--- config.mk ---
export PLATFORM = sky130hd
export DESIGN_NAME = srsp_regs
export DESIGN_NICKNAME = d
export VERILOG_FILES = /design/src/design/srsp_pkg.sv /design/src/design/srsp_resp_if.sv /design/src/design/srsp_decide.sv /design/src/design/srsp_regs.sv
export VERILOG_INCLUDE_DIRS = /design/src /design/src/design
export SDC_FILE = /design/constraint.sdc
export NUM_CORES = 1
export LEC_CHECK = 0
export ABC_AREA = 1
export BUFFER_PORTS_ARGS = -buffer_cell sky130_fd_sc_hd__clkbuf_2
export CAP_MARGIN = 10
export CORE_ASPECT_RATIO = 1.5
export CORE_MARGIN = 4
export CORE_UTILIZATION = 44
export DETAILED_ROUTE_END_ITERATION = 8
export HOLD_SLACK_MARGIN = 0.02
export PLACE_DENSITY = 0.71
export SLEW_MARGIN = 20
export SYNTH_ARGS = -nofsm -noshare
export SYNTH_HDL_FRONTEND = slang
export SYNTH_SLANG_ARGS = --single-unit
--- constraint.sdc ---
create_clock -name mclk_i -period 1.2 [get_ports mclk_i]
set_clock_uncertainty 0.05 [all_clocks]
set_input_delay 0.24 -clock mclk_i [delete_from_list [all_inputs] [get_ports mclk_i]]
set_output_delay 0.24 -clock mclk_i [all_outputs]
set_load 0.05 [all_outputs]
--- src/design/srsp_defs.svh ---
// constants for the safety response configuration registers
`ifndef SRSP_DEFS_SVH
`define SRSP_DEFS_SVH

// register select codes on the command port
`define SRSP_SEL_A 1'h0
`define SRSP_SEL_B 1'h1

// register a field positions
`define SRSP_A_CLK_WARN 7
`define SRSP_A_SCHED 5
`define SRSP_A_ST_DIS 4
`define SRSP_A_ST_FAIL 3
`define SRSP_A_DRV_ERR 2
`define SRSP_A_RES_RST 1
`define SRSP_A_RES_SAFE 0

// register b field positions
`define SRSP_B_SSM 6
`define SRSP_B_SPI_CRC 4
`define SRSP_B_WD_MODE 3
`define SRSP_B_ESM_MODE 2
`define SRSP_B_WD_RST 1
`define SRSP_B_ESM_RST 0

// reset values, writable masks, reserved masks
`define SRSP_A_RST 8'h00
`define SRSP_B_RST 8'h02
`define SRSP_A_WMASK 8'hbf
`define SRSP_B_WMASK 8'h5f
`define SRSP_A_RSVD 8'h40
`define SRSP_B_RSVD 8'ha0
// bits of register b set back on each reset-state entry
`define SRSP_B_REINIT 8'h0f

`endif

--- src/design/srsp_pkg.sv ---
// types shared by the safety response configuration logic
package srsp_pkg;

   // operating state of the device as seen by this block
   typedef enum logic [1:0] {
      SRSP_ST_RESET = 2'b00,
      SRSP_ST_DIAG = 2'b01,
      SRSP_ST_ACTIVE = 2'b10,
      SRSP_ST_SAFE = 2'b11
   } srsp_state_t;

endpackage : srsp_pkg

--- src/design/srsp_resp_if.sv ---
// carrier between the register file and the transition decider
interface srsp_resp_if;
   import srsp_pkg::*;

   srsp_state_t state; // current device state
   logic [7:0] cfg_a; // response enables
   logic [7:0] cfg_b; // mode and selector bits
   logic analog_self_test_fail; // analog self-test failure
   logic endrv_err; // enable/interrupt driver fault
   logic reset_output_pin_err; // reset pin driver fault
   logic wd_fail_th; // watchdog counter at threshold
   logic esm_fail_th; // error monitor counter at threshold
   logic safe_req; // decided move to safe
   logic reset_req; // decided move to reset

   modport regs (output state, cfg_a, cfg_b, analog_self_test_fail, endrv_err, reset_output_pin_err,
                 wd_fail_th, esm_fail_th, input safe_req, reset_req);
   modport dec (input state, cfg_a, cfg_b, analog_self_test_fail, endrv_err, reset_output_pin_err,
                wd_fail_th, esm_fail_th, output safe_req, reset_req);
endinterface : srsp_resp_if

--- src/design/srsp_decide.sv ---
// decides state transition requests from fault events and config bits
`include "srsp_defs.svh"
module srsp_decide import srsp_pkg::*; (
   srsp_resp_if.dec rif
);

   logic diag_act; // in diagnostic or active
   logic not_rst; // in diagnostic, active or safe

   ////////////////////////////////////////////////////////////////////////
   // combinational decision, reset outranks safe
   always_comb begin
      diag_act = (rif.state == SRSP_ST_DIAG) || (rif.state == SRSP_ST_ACTIVE);
      not_rst = (rif.state != SRSP_ST_RESET);
      rif.reset_req = 1'b0;
      rif.safe_req = 1'b0;
      // reset pin fault to reset
      if (rif.reset_output_pin_err && rif.cfg_a[`SRSP_A_RES_RST] && not_rst) begin
         rif.reset_req = 1'b1;
      end
      // watchdog threshold, selector masked to reset while safe
      if (rif.wd_fail_th) begin
         if (rif.state == SRSP_ST_SAFE) begin
            rif.reset_req = 1'b1;
         end else if (diag_act && rif.cfg_b[`SRSP_B_WD_RST]) begin
            rif.reset_req = 1'b1;
         end else if (diag_act) begin
            rif.safe_req = 1'b1;
         end
      end
      // error monitor threshold
      if (rif.esm_fail_th && not_rst && rif.cfg_b[`SRSP_B_ESM_RST]) begin
         rif.reset_req = 1'b1;
      end else if (rif.esm_fail_th && diag_act) begin
         rif.safe_req = 1'b1;
      end
      // safe causes from diagnostic or active
      if (diag_act && rif.analog_self_test_fail && rif.cfg_a[`SRSP_A_ST_FAIL]) begin
         rif.safe_req = 1'b1;
      end
      if (diag_act && rif.endrv_err && rif.cfg_a[`SRSP_A_DRV_ERR]) begin
         rif.safe_req = 1'b1;
      end
      if (diag_act && rif.reset_output_pin_err && rif.cfg_a[`SRSP_A_RES_SAFE]) begin
         rif.safe_req = 1'b1;
      end
      // reset wins when both are asked
      if (rif.reset_req) begin
         rif.safe_req = 1'b0;
      end
   end

endmodule // srsp_decide

--- src/design/srsp_regs.sv ---
// safety response configuration registers with command port and responses
//
// What this block does
// - auto self-tests at reset entry unless disabled
// - self-test failure moves to safe when enabled
// - driver fault moves to safe when enabled
// - reset pin fault moves to reset when enabled
// - reset pin fault moves to safe when enabled
// - reset pin fault: reset outranks safe
// - writes only in diagnostic, unlocked; checksum covered
// - spread spectrum on when bit set, default off
// - spi frame crc on when bit set
// - watchdog answer mode, reinit on reset entry
// - error monitor mode, reinit on reset entry
// - watchdog threshold goes reset or safe per bit
// - error monitor threshold goes reset or safe
`include "srsp_defs.svh"
module srsp_regs import srsp_pkg::*; (
   // clock and reset
   input wire logic mclk_i,
   input wire logic rstn_i,
   // register commands from the controller
   input wire logic cmd_valid_i,
   input wire logic cmd_write_i,
   input wire logic cmd_sel_i,
   input wire logic [7:0] cmd_wdata_i,
   // command answers
   output logic rsp_valid_o,
   output logic [7:0] rsp_rdata_o,
   output logic rsp_refused_o,
   // device state
   input wire srsp_state_t dev_state_i,
   input wire logic cfg_lock_i,
   input wire logic reset_entry_i,
   // fault events
   input wire logic analog_self_test_fail_i,
   input wire logic endrv_err_i,
   input wire logic reset_output_pin_err_i,
   input wire logic wd_fail_th_i,
   input wire logic esm_fail_th_i,
   // transition requests and self-test start
   output logic go_safe_o,
   output logic go_reset_o,
   output logic self_test_run_o,
   // configuration to the rest of the device
   output logic spread_spectrum_enable_o,
   output logic spi_crc_enable_o,
   output logic watchdog_answer_mode_o,
   output logic error_monitor_mode_o,
   output logic [15:0] crc_image_o
);

   logic [7:0] cfg_a_r, cfg_a_nxt; // response enables
   logic [7:0] cfg_b_r, cfg_b_nxt; // modes and selectors
   logic rsp_valid_r, rsp_valid_nxt; // answer strobe
   logic [7:0] rsp_rdata_r, rsp_rdata_nxt; // answer data
   logic rsp_ref_r, rsp_ref_nxt; // write refused
   logic safe_r, safe_nxt; // safe request
   logic rst_r, rst_nxt; // reset request
   logic st_run_r, st_run_nxt; // self-test start
   logic ssm_r, crc_r, wdm_r, esm_r; // mirrored config outputs
   logic wr_ok; // write allowed now

   srsp_resp_if rif ();

   ////////////////////////////////////////////////////////////////////////
   // decider hookup
   assign rif.state = dev_state_i;
   assign rif.cfg_a = cfg_a_r;
   assign rif.cfg_b = cfg_b_r;
   assign rif.analog_self_test_fail = analog_self_test_fail_i;
   assign rif.endrv_err = endrv_err_i;
   assign rif.reset_output_pin_err = reset_output_pin_err_i;
   assign rif.wd_fail_th = wd_fail_th_i;
   assign rif.esm_fail_th = esm_fail_th_i;

   srsp_decide u_dec (
      .rif (rif.dec)
   );

   ////////////////////////////////////////////////////////////////////////
   // next values of registers and answers
   always_comb begin
      wr_ok = (dev_state_i == SRSP_ST_DIAG) && !cfg_lock_i;
      cfg_a_nxt = cfg_a_r;
      cfg_b_nxt = cfg_b_r;
      rsp_valid_nxt = cmd_valid_i;
      rsp_ref_nxt = 1'b0;
      // accepted write, reserved bits held at zero
      if (cmd_valid_i && cmd_write_i && wr_ok) begin
         if (cmd_sel_i == `SRSP_SEL_A) begin
            cfg_a_nxt = cmd_wdata_i & `SRSP_A_WMASK;
         end else begin
            cfg_b_nxt = cmd_wdata_i & `SRSP_B_WMASK;
         end
      end else if (cmd_valid_i && cmd_write_i) begin
         rsp_ref_nxt = 1'b1;
      end
      // reset entry restores the mode and selector bits
      if (reset_entry_i) begin
         cfg_b_nxt = (cfg_b_nxt & ~`SRSP_B_REINIT) | (`SRSP_B_RST & `SRSP_B_REINIT);
      end
      // answer shows the register after the command
      if (cmd_sel_i == `SRSP_SEL_A) begin
         rsp_rdata_nxt = cfg_a_nxt;
      end else begin
         rsp_rdata_nxt = cfg_b_nxt;
      end
      // self-tests run during reset extension unless disabled
      st_run_nxt = reset_entry_i && !cfg_a_r[`SRSP_A_ST_DIS];
      safe_nxt = rif.safe_req;
      rst_nxt = rif.reset_req;
   end

   ////////////////////////////////////////////////////////////////////////
   // registers, synchronous active-low reset
   always_ff @(posedge mclk_i) begin
      if (!rstn_i) begin
         cfg_a_r <= `SRSP_A_RST;
         cfg_b_r <= `SRSP_B_RST;
         rsp_valid_r <= 1'b0;
         rsp_rdata_r <= 8'h00;
         rsp_ref_r <= 1'b0;
         safe_r <= 1'b0;
         rst_r <= 1'b0;
         st_run_r <= 1'b0;
         ssm_r <= 1'b0;
         crc_r <= 1'b0;
         wdm_r <= 1'b0;
         esm_r <= 1'b0;
      end else begin
         cfg_a_r <= cfg_a_nxt;
         cfg_b_r <= cfg_b_nxt;
         rsp_valid_r <= rsp_valid_nxt;
         rsp_rdata_r <= rsp_rdata_nxt;
         rsp_ref_r <= rsp_ref_nxt;
         safe_r <= safe_nxt;
         rst_r <= rst_nxt;
         st_run_r <= st_run_nxt;
         ssm_r <= cfg_b_r[`SRSP_B_SSM];
         crc_r <= cfg_b_r[`SRSP_B_SPI_CRC];
         wdm_r <= cfg_b_r[`SRSP_B_WD_MODE];
         esm_r <= cfg_b_r[`SRSP_B_ESM_MODE];
      end
   end

   ////////////////////////////////////////////////////////////////////////
   // outputs straight from flops
   assign rsp_valid_o = rsp_valid_r;
   assign rsp_rdata_o = rsp_rdata_r;
   assign rsp_refused_o = rsp_ref_r;
   assign go_safe_o = safe_r;
   assign go_reset_o = rst_r;
   assign self_test_run_o = st_run_r;
   assign spread_spectrum_enable_o = ssm_r;
   assign spi_crc_enable_o = crc_r;
   assign watchdog_answer_mode_o = wdm_r;
   assign error_monitor_mode_o = esm_r;
   assign crc_image_o = {cfg_b_r, cfg_a_r};

   logic da; // diagnostic or active
   assign da = (dev_state_i == SRSP_ST_DIAG) || (dev_state_i == SRSP_ST_ACTIVE);
endmodule // srsp_regs

Word-level counts from Yosys, hierarchy flattened --
Index checks and enable logic that the tools add are counted.
Operators by class: add/sub/neg operators 0, multiply operators 0, divide/modulo/power cells 0, magnitude comparators 0, equality and inequality tests 3, shift operators 0, muxes and demuxes 21, bitwise operators 1, reduce and logical (&&, ||, !) cells 22
Operator list (number):
- 8-bit 2-to-1 mux | 5
- 1-bit logical AND | 16
- 1-bit 2-to-1 mux | 15
- 2-bit == test (second input constant) | 2
- 4-bit 2-to-1 mux | 1
- 2-bit OR reduction | 2
- 2-bit by 1-bit == test with 1-bit output (second input constant) | 1
- 1-bit zero test | 2
- 2-bit nonzero test | 1
- 1-bit logical OR | 1
- 1-bit NOT | 1
Word-level totals: flip-flop bits (word level) 33, latch bits 0, RAM bits 0, ROM bits 0, memories kept 0

Depth between registers and ports, before layout --
depth after elaboration 11, depth in mapped cells 10, gate-level depth less buffers 9

By module --
Synthesis repeated with hierarchy kept, for this count alone.
Unflattened totals: cell total of the unflattened synthesis 229, area, all modules 1506.4 um^2
Modules (own cells, without submodules):
- srsp_regs | instances 1, cells an instance 205, area an instance 1385.1 um^2, sequential area each 660.6 um^2
- srsp_decide | instances 1, cells an instance 24, area an instance 121.4 um^2, sequential area each 0.0 um^2

Worst setup path before layout --
No wires, ideal clock.
kind reg2reg, start register cfg_b_r[6], end register rsp_rdata_r[6] (netlist: rsp_rdata_o[6]), setup time 0.070 ns, arrival time 1.138 ns, path slack -0.058 ns, cell stages (with the launch flop) 7, buffers on the path 0, period minus slack after synthesis 1.258 ns, cell sequence dfxtp_1 inv_1 o21ai_0 nand2_1 o21ai_1 inv_1 a21oi_1
Between the ends: cells in the longest elaborated chain, start to end 3
RTL lines:
- from (decl) | line srsp_regs.sv:54 | logic [7:0] cfg_b_r, cfg_b_nxt;
- from (signal assigned) | line srsp_regs.sv:120 | cfg_b_r <= `SRSP_B_RST;
- from (signal assigned) | line srsp_regs.sv:133 | cfg_b_r <= cfg_b_nxt;
- 8-bit 2-to-1 mux | line srsp_regs.sv:91 | if (cmd_sel_i == `SRSP_SEL_A) begin
- 8-bit 2-to-1 mux (*) | line srsp_regs.sv:90 | if (cmd_valid_i && cmd_write_i && wr_ok) begin
- 8-bit 2-to-1 mux (*) | line srsp_regs.sv:104 | if (cmd_sel_i == `SRSP_SEL_A) begin
- to (signal assigned) | line srsp_regs.sv:135 | rsp_rdata_r <= rsp_rdata_nxt;
- to (decl) | line srsp_regs.sv:56 | logic [7:0] rsp_rdata_r, rsp_rdata_nxt;
Every way passes the cells marked *; elsewhere a longest branch is shown, timed or not. A chain may end at the register's enable or synchronous reset.

Worst setup path in the final report --
start register rsp_rdata_r[1] (netlist: rsp_rdata_o[1]), end output rsp_rdata_o[1]
RTL lines:
- to (decl) | line srsp_regs.sv:29 | output logic [7:0] rsp_rdata_o,
No word-level cell between the ends.

==> results.md <==
* **status** finished clean
* **number of diodes** 0
* **final max-slew violation count** 0
* **switching fraction of total power** 25.44%
* **worst flop-to-flop path startpoint** cfg_b_r[1]
* **Setup violations, final** 0
* **Critical Path Source Type** flop
* **peak clock frequency supported by timing** 838.9 MHz
* **worst hold path type** primary input to flop
* **Mapped Nets** 239
* **hold_sp** cmd_valid_i
* **initial cell density of the core** 46.72%
* **net switching component of the power** 572.2 µW
* **filler instances** 293
* **number of hold violations in the final report** 0
* **required arrival time at the worst endpoint** 0.91 ns
* **area of the die** 4440 µm²
* **R2R cell count** 5
* **top_reg_cell synth** dfxtp_1
* **cells traversed along the worst timing path** clkbuf_2
* **average detailed-routed wire length per instance** 10.79 µm
* **most numerous cell types in the synthesized netlist** nand2_1, dfxtp_1, nor2_1
* **origin of the worst setup path** rsp_rdata_o[1]
* **Post-CTS Hold Buffers** 0
* **Final ANT Viol Nets** 0
* **number of instances in the synthesized netlist** 214
* **clock slew seen by the registers of the worst setup and hold paths** 0.07 ns
* **share of final-layout standard cells stronger than drive strength 1** 35.48%
* **overall routing resource usage** 16.91%
* **power density normalized to cell area** 1085 nW/µm²
* **Std-Cell Rows** 25
* **clock root buffer** clkbuf_8
* **fraction of the yosys area taken by sequential cells** 43.89%
* **GPL Wtd Cong** 0.7915
* **clock latency on the worst-skew pair** 0.28 ns
* **total cell area at the placement stage** 1847 µm²
* **area delta synth->final** 37.74%
* **GR Overflow Total** 0
* **asr flop ratio synth** 0%
* **via count of the first global-routing pass** 1,378
* **Leak Pwr** 1.093 nW
* **synthesis warning total** 0
* **detailed-route via count** 1,479
* **largest incremental delay on the critical path** 0.34 ns
* **number of violations of the max-capacitance limit** 0
* **Ports** 55
* **buffering stage count on the worst path with inverters included** 1
* **vias per cell** 4.636
* **buffers added on ports** 54
* **pin count of the biggest net entering global routing** 23
* **worst flop-to-flop path endpoint** go_safe_o
* **WHS Endpoint** rsp_valid_o
* **Final Cycle Share** 99.34%
* **most common cell in the synthesized netlist** nand2_1
* **highest routed layer** met4
* **area of the mapped netlist** 1505 µm²
* **Non-Filler Cell Area, Final** 2073 µm²
* **first-pass detailed-route iteration total** 4
* **post-layout minimum cycle time** 1.192 ns
* **Starting DRT DRC Count** 27
* **sum of met3 wire segment lengths after detailed routing** 199 µm
* **Chip Height** 79.64 µm
* **Die Wd** 55.76 µm
* **Final TNS setup** 0 ns
* **global-route wire length before repair** 5885 µm
* **internal power contribution** 1.677 mW
* **met1 WL** 1414 µm
* **register share of total power** 50.0%
* **CTS tree** built
* **count of distinct cell types in the synthesized netlist** 23
* **Worst Setup End Kind** primary output
* **DRC errors left** 0
* **arrival time reported for the critical path endpoint** 0.90 ns
* **R2R setup slack** 0.20 ns
* **floorplan core area** 3222 µm²
* **HPWL reported at the end of detailed placement** 2499 µm
* **largest delay contributor family on the critical path** flip-flops
* **post-detailed-routing wire length** 3443 µm
* **category of the critical setup timing path** flop to primary output
* **area leader, netlist** dfxtp_1
* **Comb pwr share** 13.8%
* **count of H-tree levels built during CTS** 2
* **CP max FO** 1
* **number of sinks handled by clock tree synthesis** 33
* **Worst path slowest cell** dfxtp_1
* **hold depth** 3
* **part of the power in the clock network** 36.1%
* **measured slew at the worst slew-check pin** 0.3357 ns
* **flip-flop and latch count after synthesis** 33
* **largest cells by area after synthesis** dfxtp_1, nand2_1, nor2_1
* **Mean Syn Cell Area** 7.034 µm²
* **number of enable-type register cells in the synthesized netlist** 0
* **share of the synthesized area in the top cell type** 43.89%
* **sum of met2 wire segment lengths after detailed routing** 1755 µm
* **antenna violations before repair** 0
* **Max IR drop VDD** 0.8658 mV
* **layout net count** 304
* **maximum clock insertion buffer count** 2
* **Relative slew margins** 77.58%
* **clock buffer count from CTS** 5
## worst max path at each step
stage                                 end  slack (ns)  cells after the start
after floorplan            rsp_rdata_o[1]       0.002                     10
after global placement     rsp_rdata_o[0]       -0.19                     10
after detailed placement   rsp_rdata_o[0]       -0.22                     10
after CTS                 crc_image_o[11]       0.003                      1
after global routing       crc_image_o[7]      -0.008                      1
final                      rsp_rdata_o[1]       0.008                      1
## power by group through the flow
stage	clock network (mW)	registers (mW)	logic, mW
2_1_floorplan	0	1.22	0.128
3_3_place_gp	0	1.15	0.303
3_5_place_dp	0	1.15	0.303
4_1_cts	0.832	1.13	0.307
5_1_grt	0.884	1.13	0.343
6_report	0.813	1.13	0.311
## layer usage
| layer | GRT usage [%] | vias to the layer above |
|---|---|---|
| met3 | 4.531 | 7 |
| met4 | 8.759 | 0 |
| met1 | 18.19 | 644 |
| li1 | - | 788 |
| met2 | 29.98 | 40 |
| met5 | 0 | - |
## cell families (layout without fill, tap and decap cells)
kind of cell               Yosys count  count (layout)  share of synthesized area (%)
AOI/OAI and AO/OA                   22              22                          7.564
adders and majority gates            3               3                          2.494
buffers and inverters               29              94                          9.891
DFF                                 33              33                          43.89
and+or+nand+nor                    127             127                          36.16
## placed cells by master (no fill, tap or decap), types with 4 or more instances in the layout
cell type | Yosys | final
nand2_1 | 85 | 84
clkbuf_2 | 0 | 38
dfxtp_1 | 33 | 24
nor2_1 | 18 | 17
inv_1 | 17 | 16
a21oi_1 | 13 | 13
clkbuf_8 | 0 | 13
buf_4 | 1 | 12
nand3_1 | 10 | 10
dfxtp_2 | 0 | 9
nand2_2 | 8 | 8
o21ai_0 | 5 | 5
inv_2 | 3 | 4
clkbuf_4 | 0 | 4
## area by class of cell
class / count / area [µm²] / share of cell area, %
clock buffer: 7 / 86.33 / 4.164
inverter: 21 / 78.83 / 3.802
multi-input combinational: 152 / 718.2 / 34.64
sequential: 33 / 671.9 / 32.41
tap: 40 / 50.05 / 2.414
timing repair buffer: 66 / 467.9 / 22.57
## state kept, by name, summed over array words and instances, names as in the netlist
name	count
error_monitor_mode_o	1
cfg_a_r	8
watchdog_answer_mode_o	1
rsp_rdata_o	8
rsp_refused_o	1
spi_crc_enable_o	1
cfg_b_r	8
go_reset_o	1
rsp_valid_o	1
self_test_run_o	1
spread_spectrum_enable_o	1
go_safe_o	1
## timing repair
action	CTS	global route
endpoints found under the setup margin	13	19
buffers inserted	0	4
resized for setup	23	13
pin swaps	0	1
## per-stage QoR
| step | total power [mW] | util [%] | std cells | setup slack (ns) | hold slack (ns) |
|---|---|---|---|---|---|
| final | 2.249 | 64.35 | 319 | 0.007922 | 0.1201 |
| after global routing | 2.353 | 64.35 | 319 | -0.007712 | 0.1413 |
| after CTS | 2.263 | 62.49 | 315 | 0.002592 | 0.1145 |
| after detailed placement | 1.452 | 57.32 | 308 | -0.2160 | 0.3822 |
| after global placement | 1.451 | 57.32 | 308 | -0.1894 | 0.3686 |
| after floorplan | 1.351 | - | 214 | 0.002274 | 0.2835 |
No activity file was read; power rests on OpenSTA's default activity.
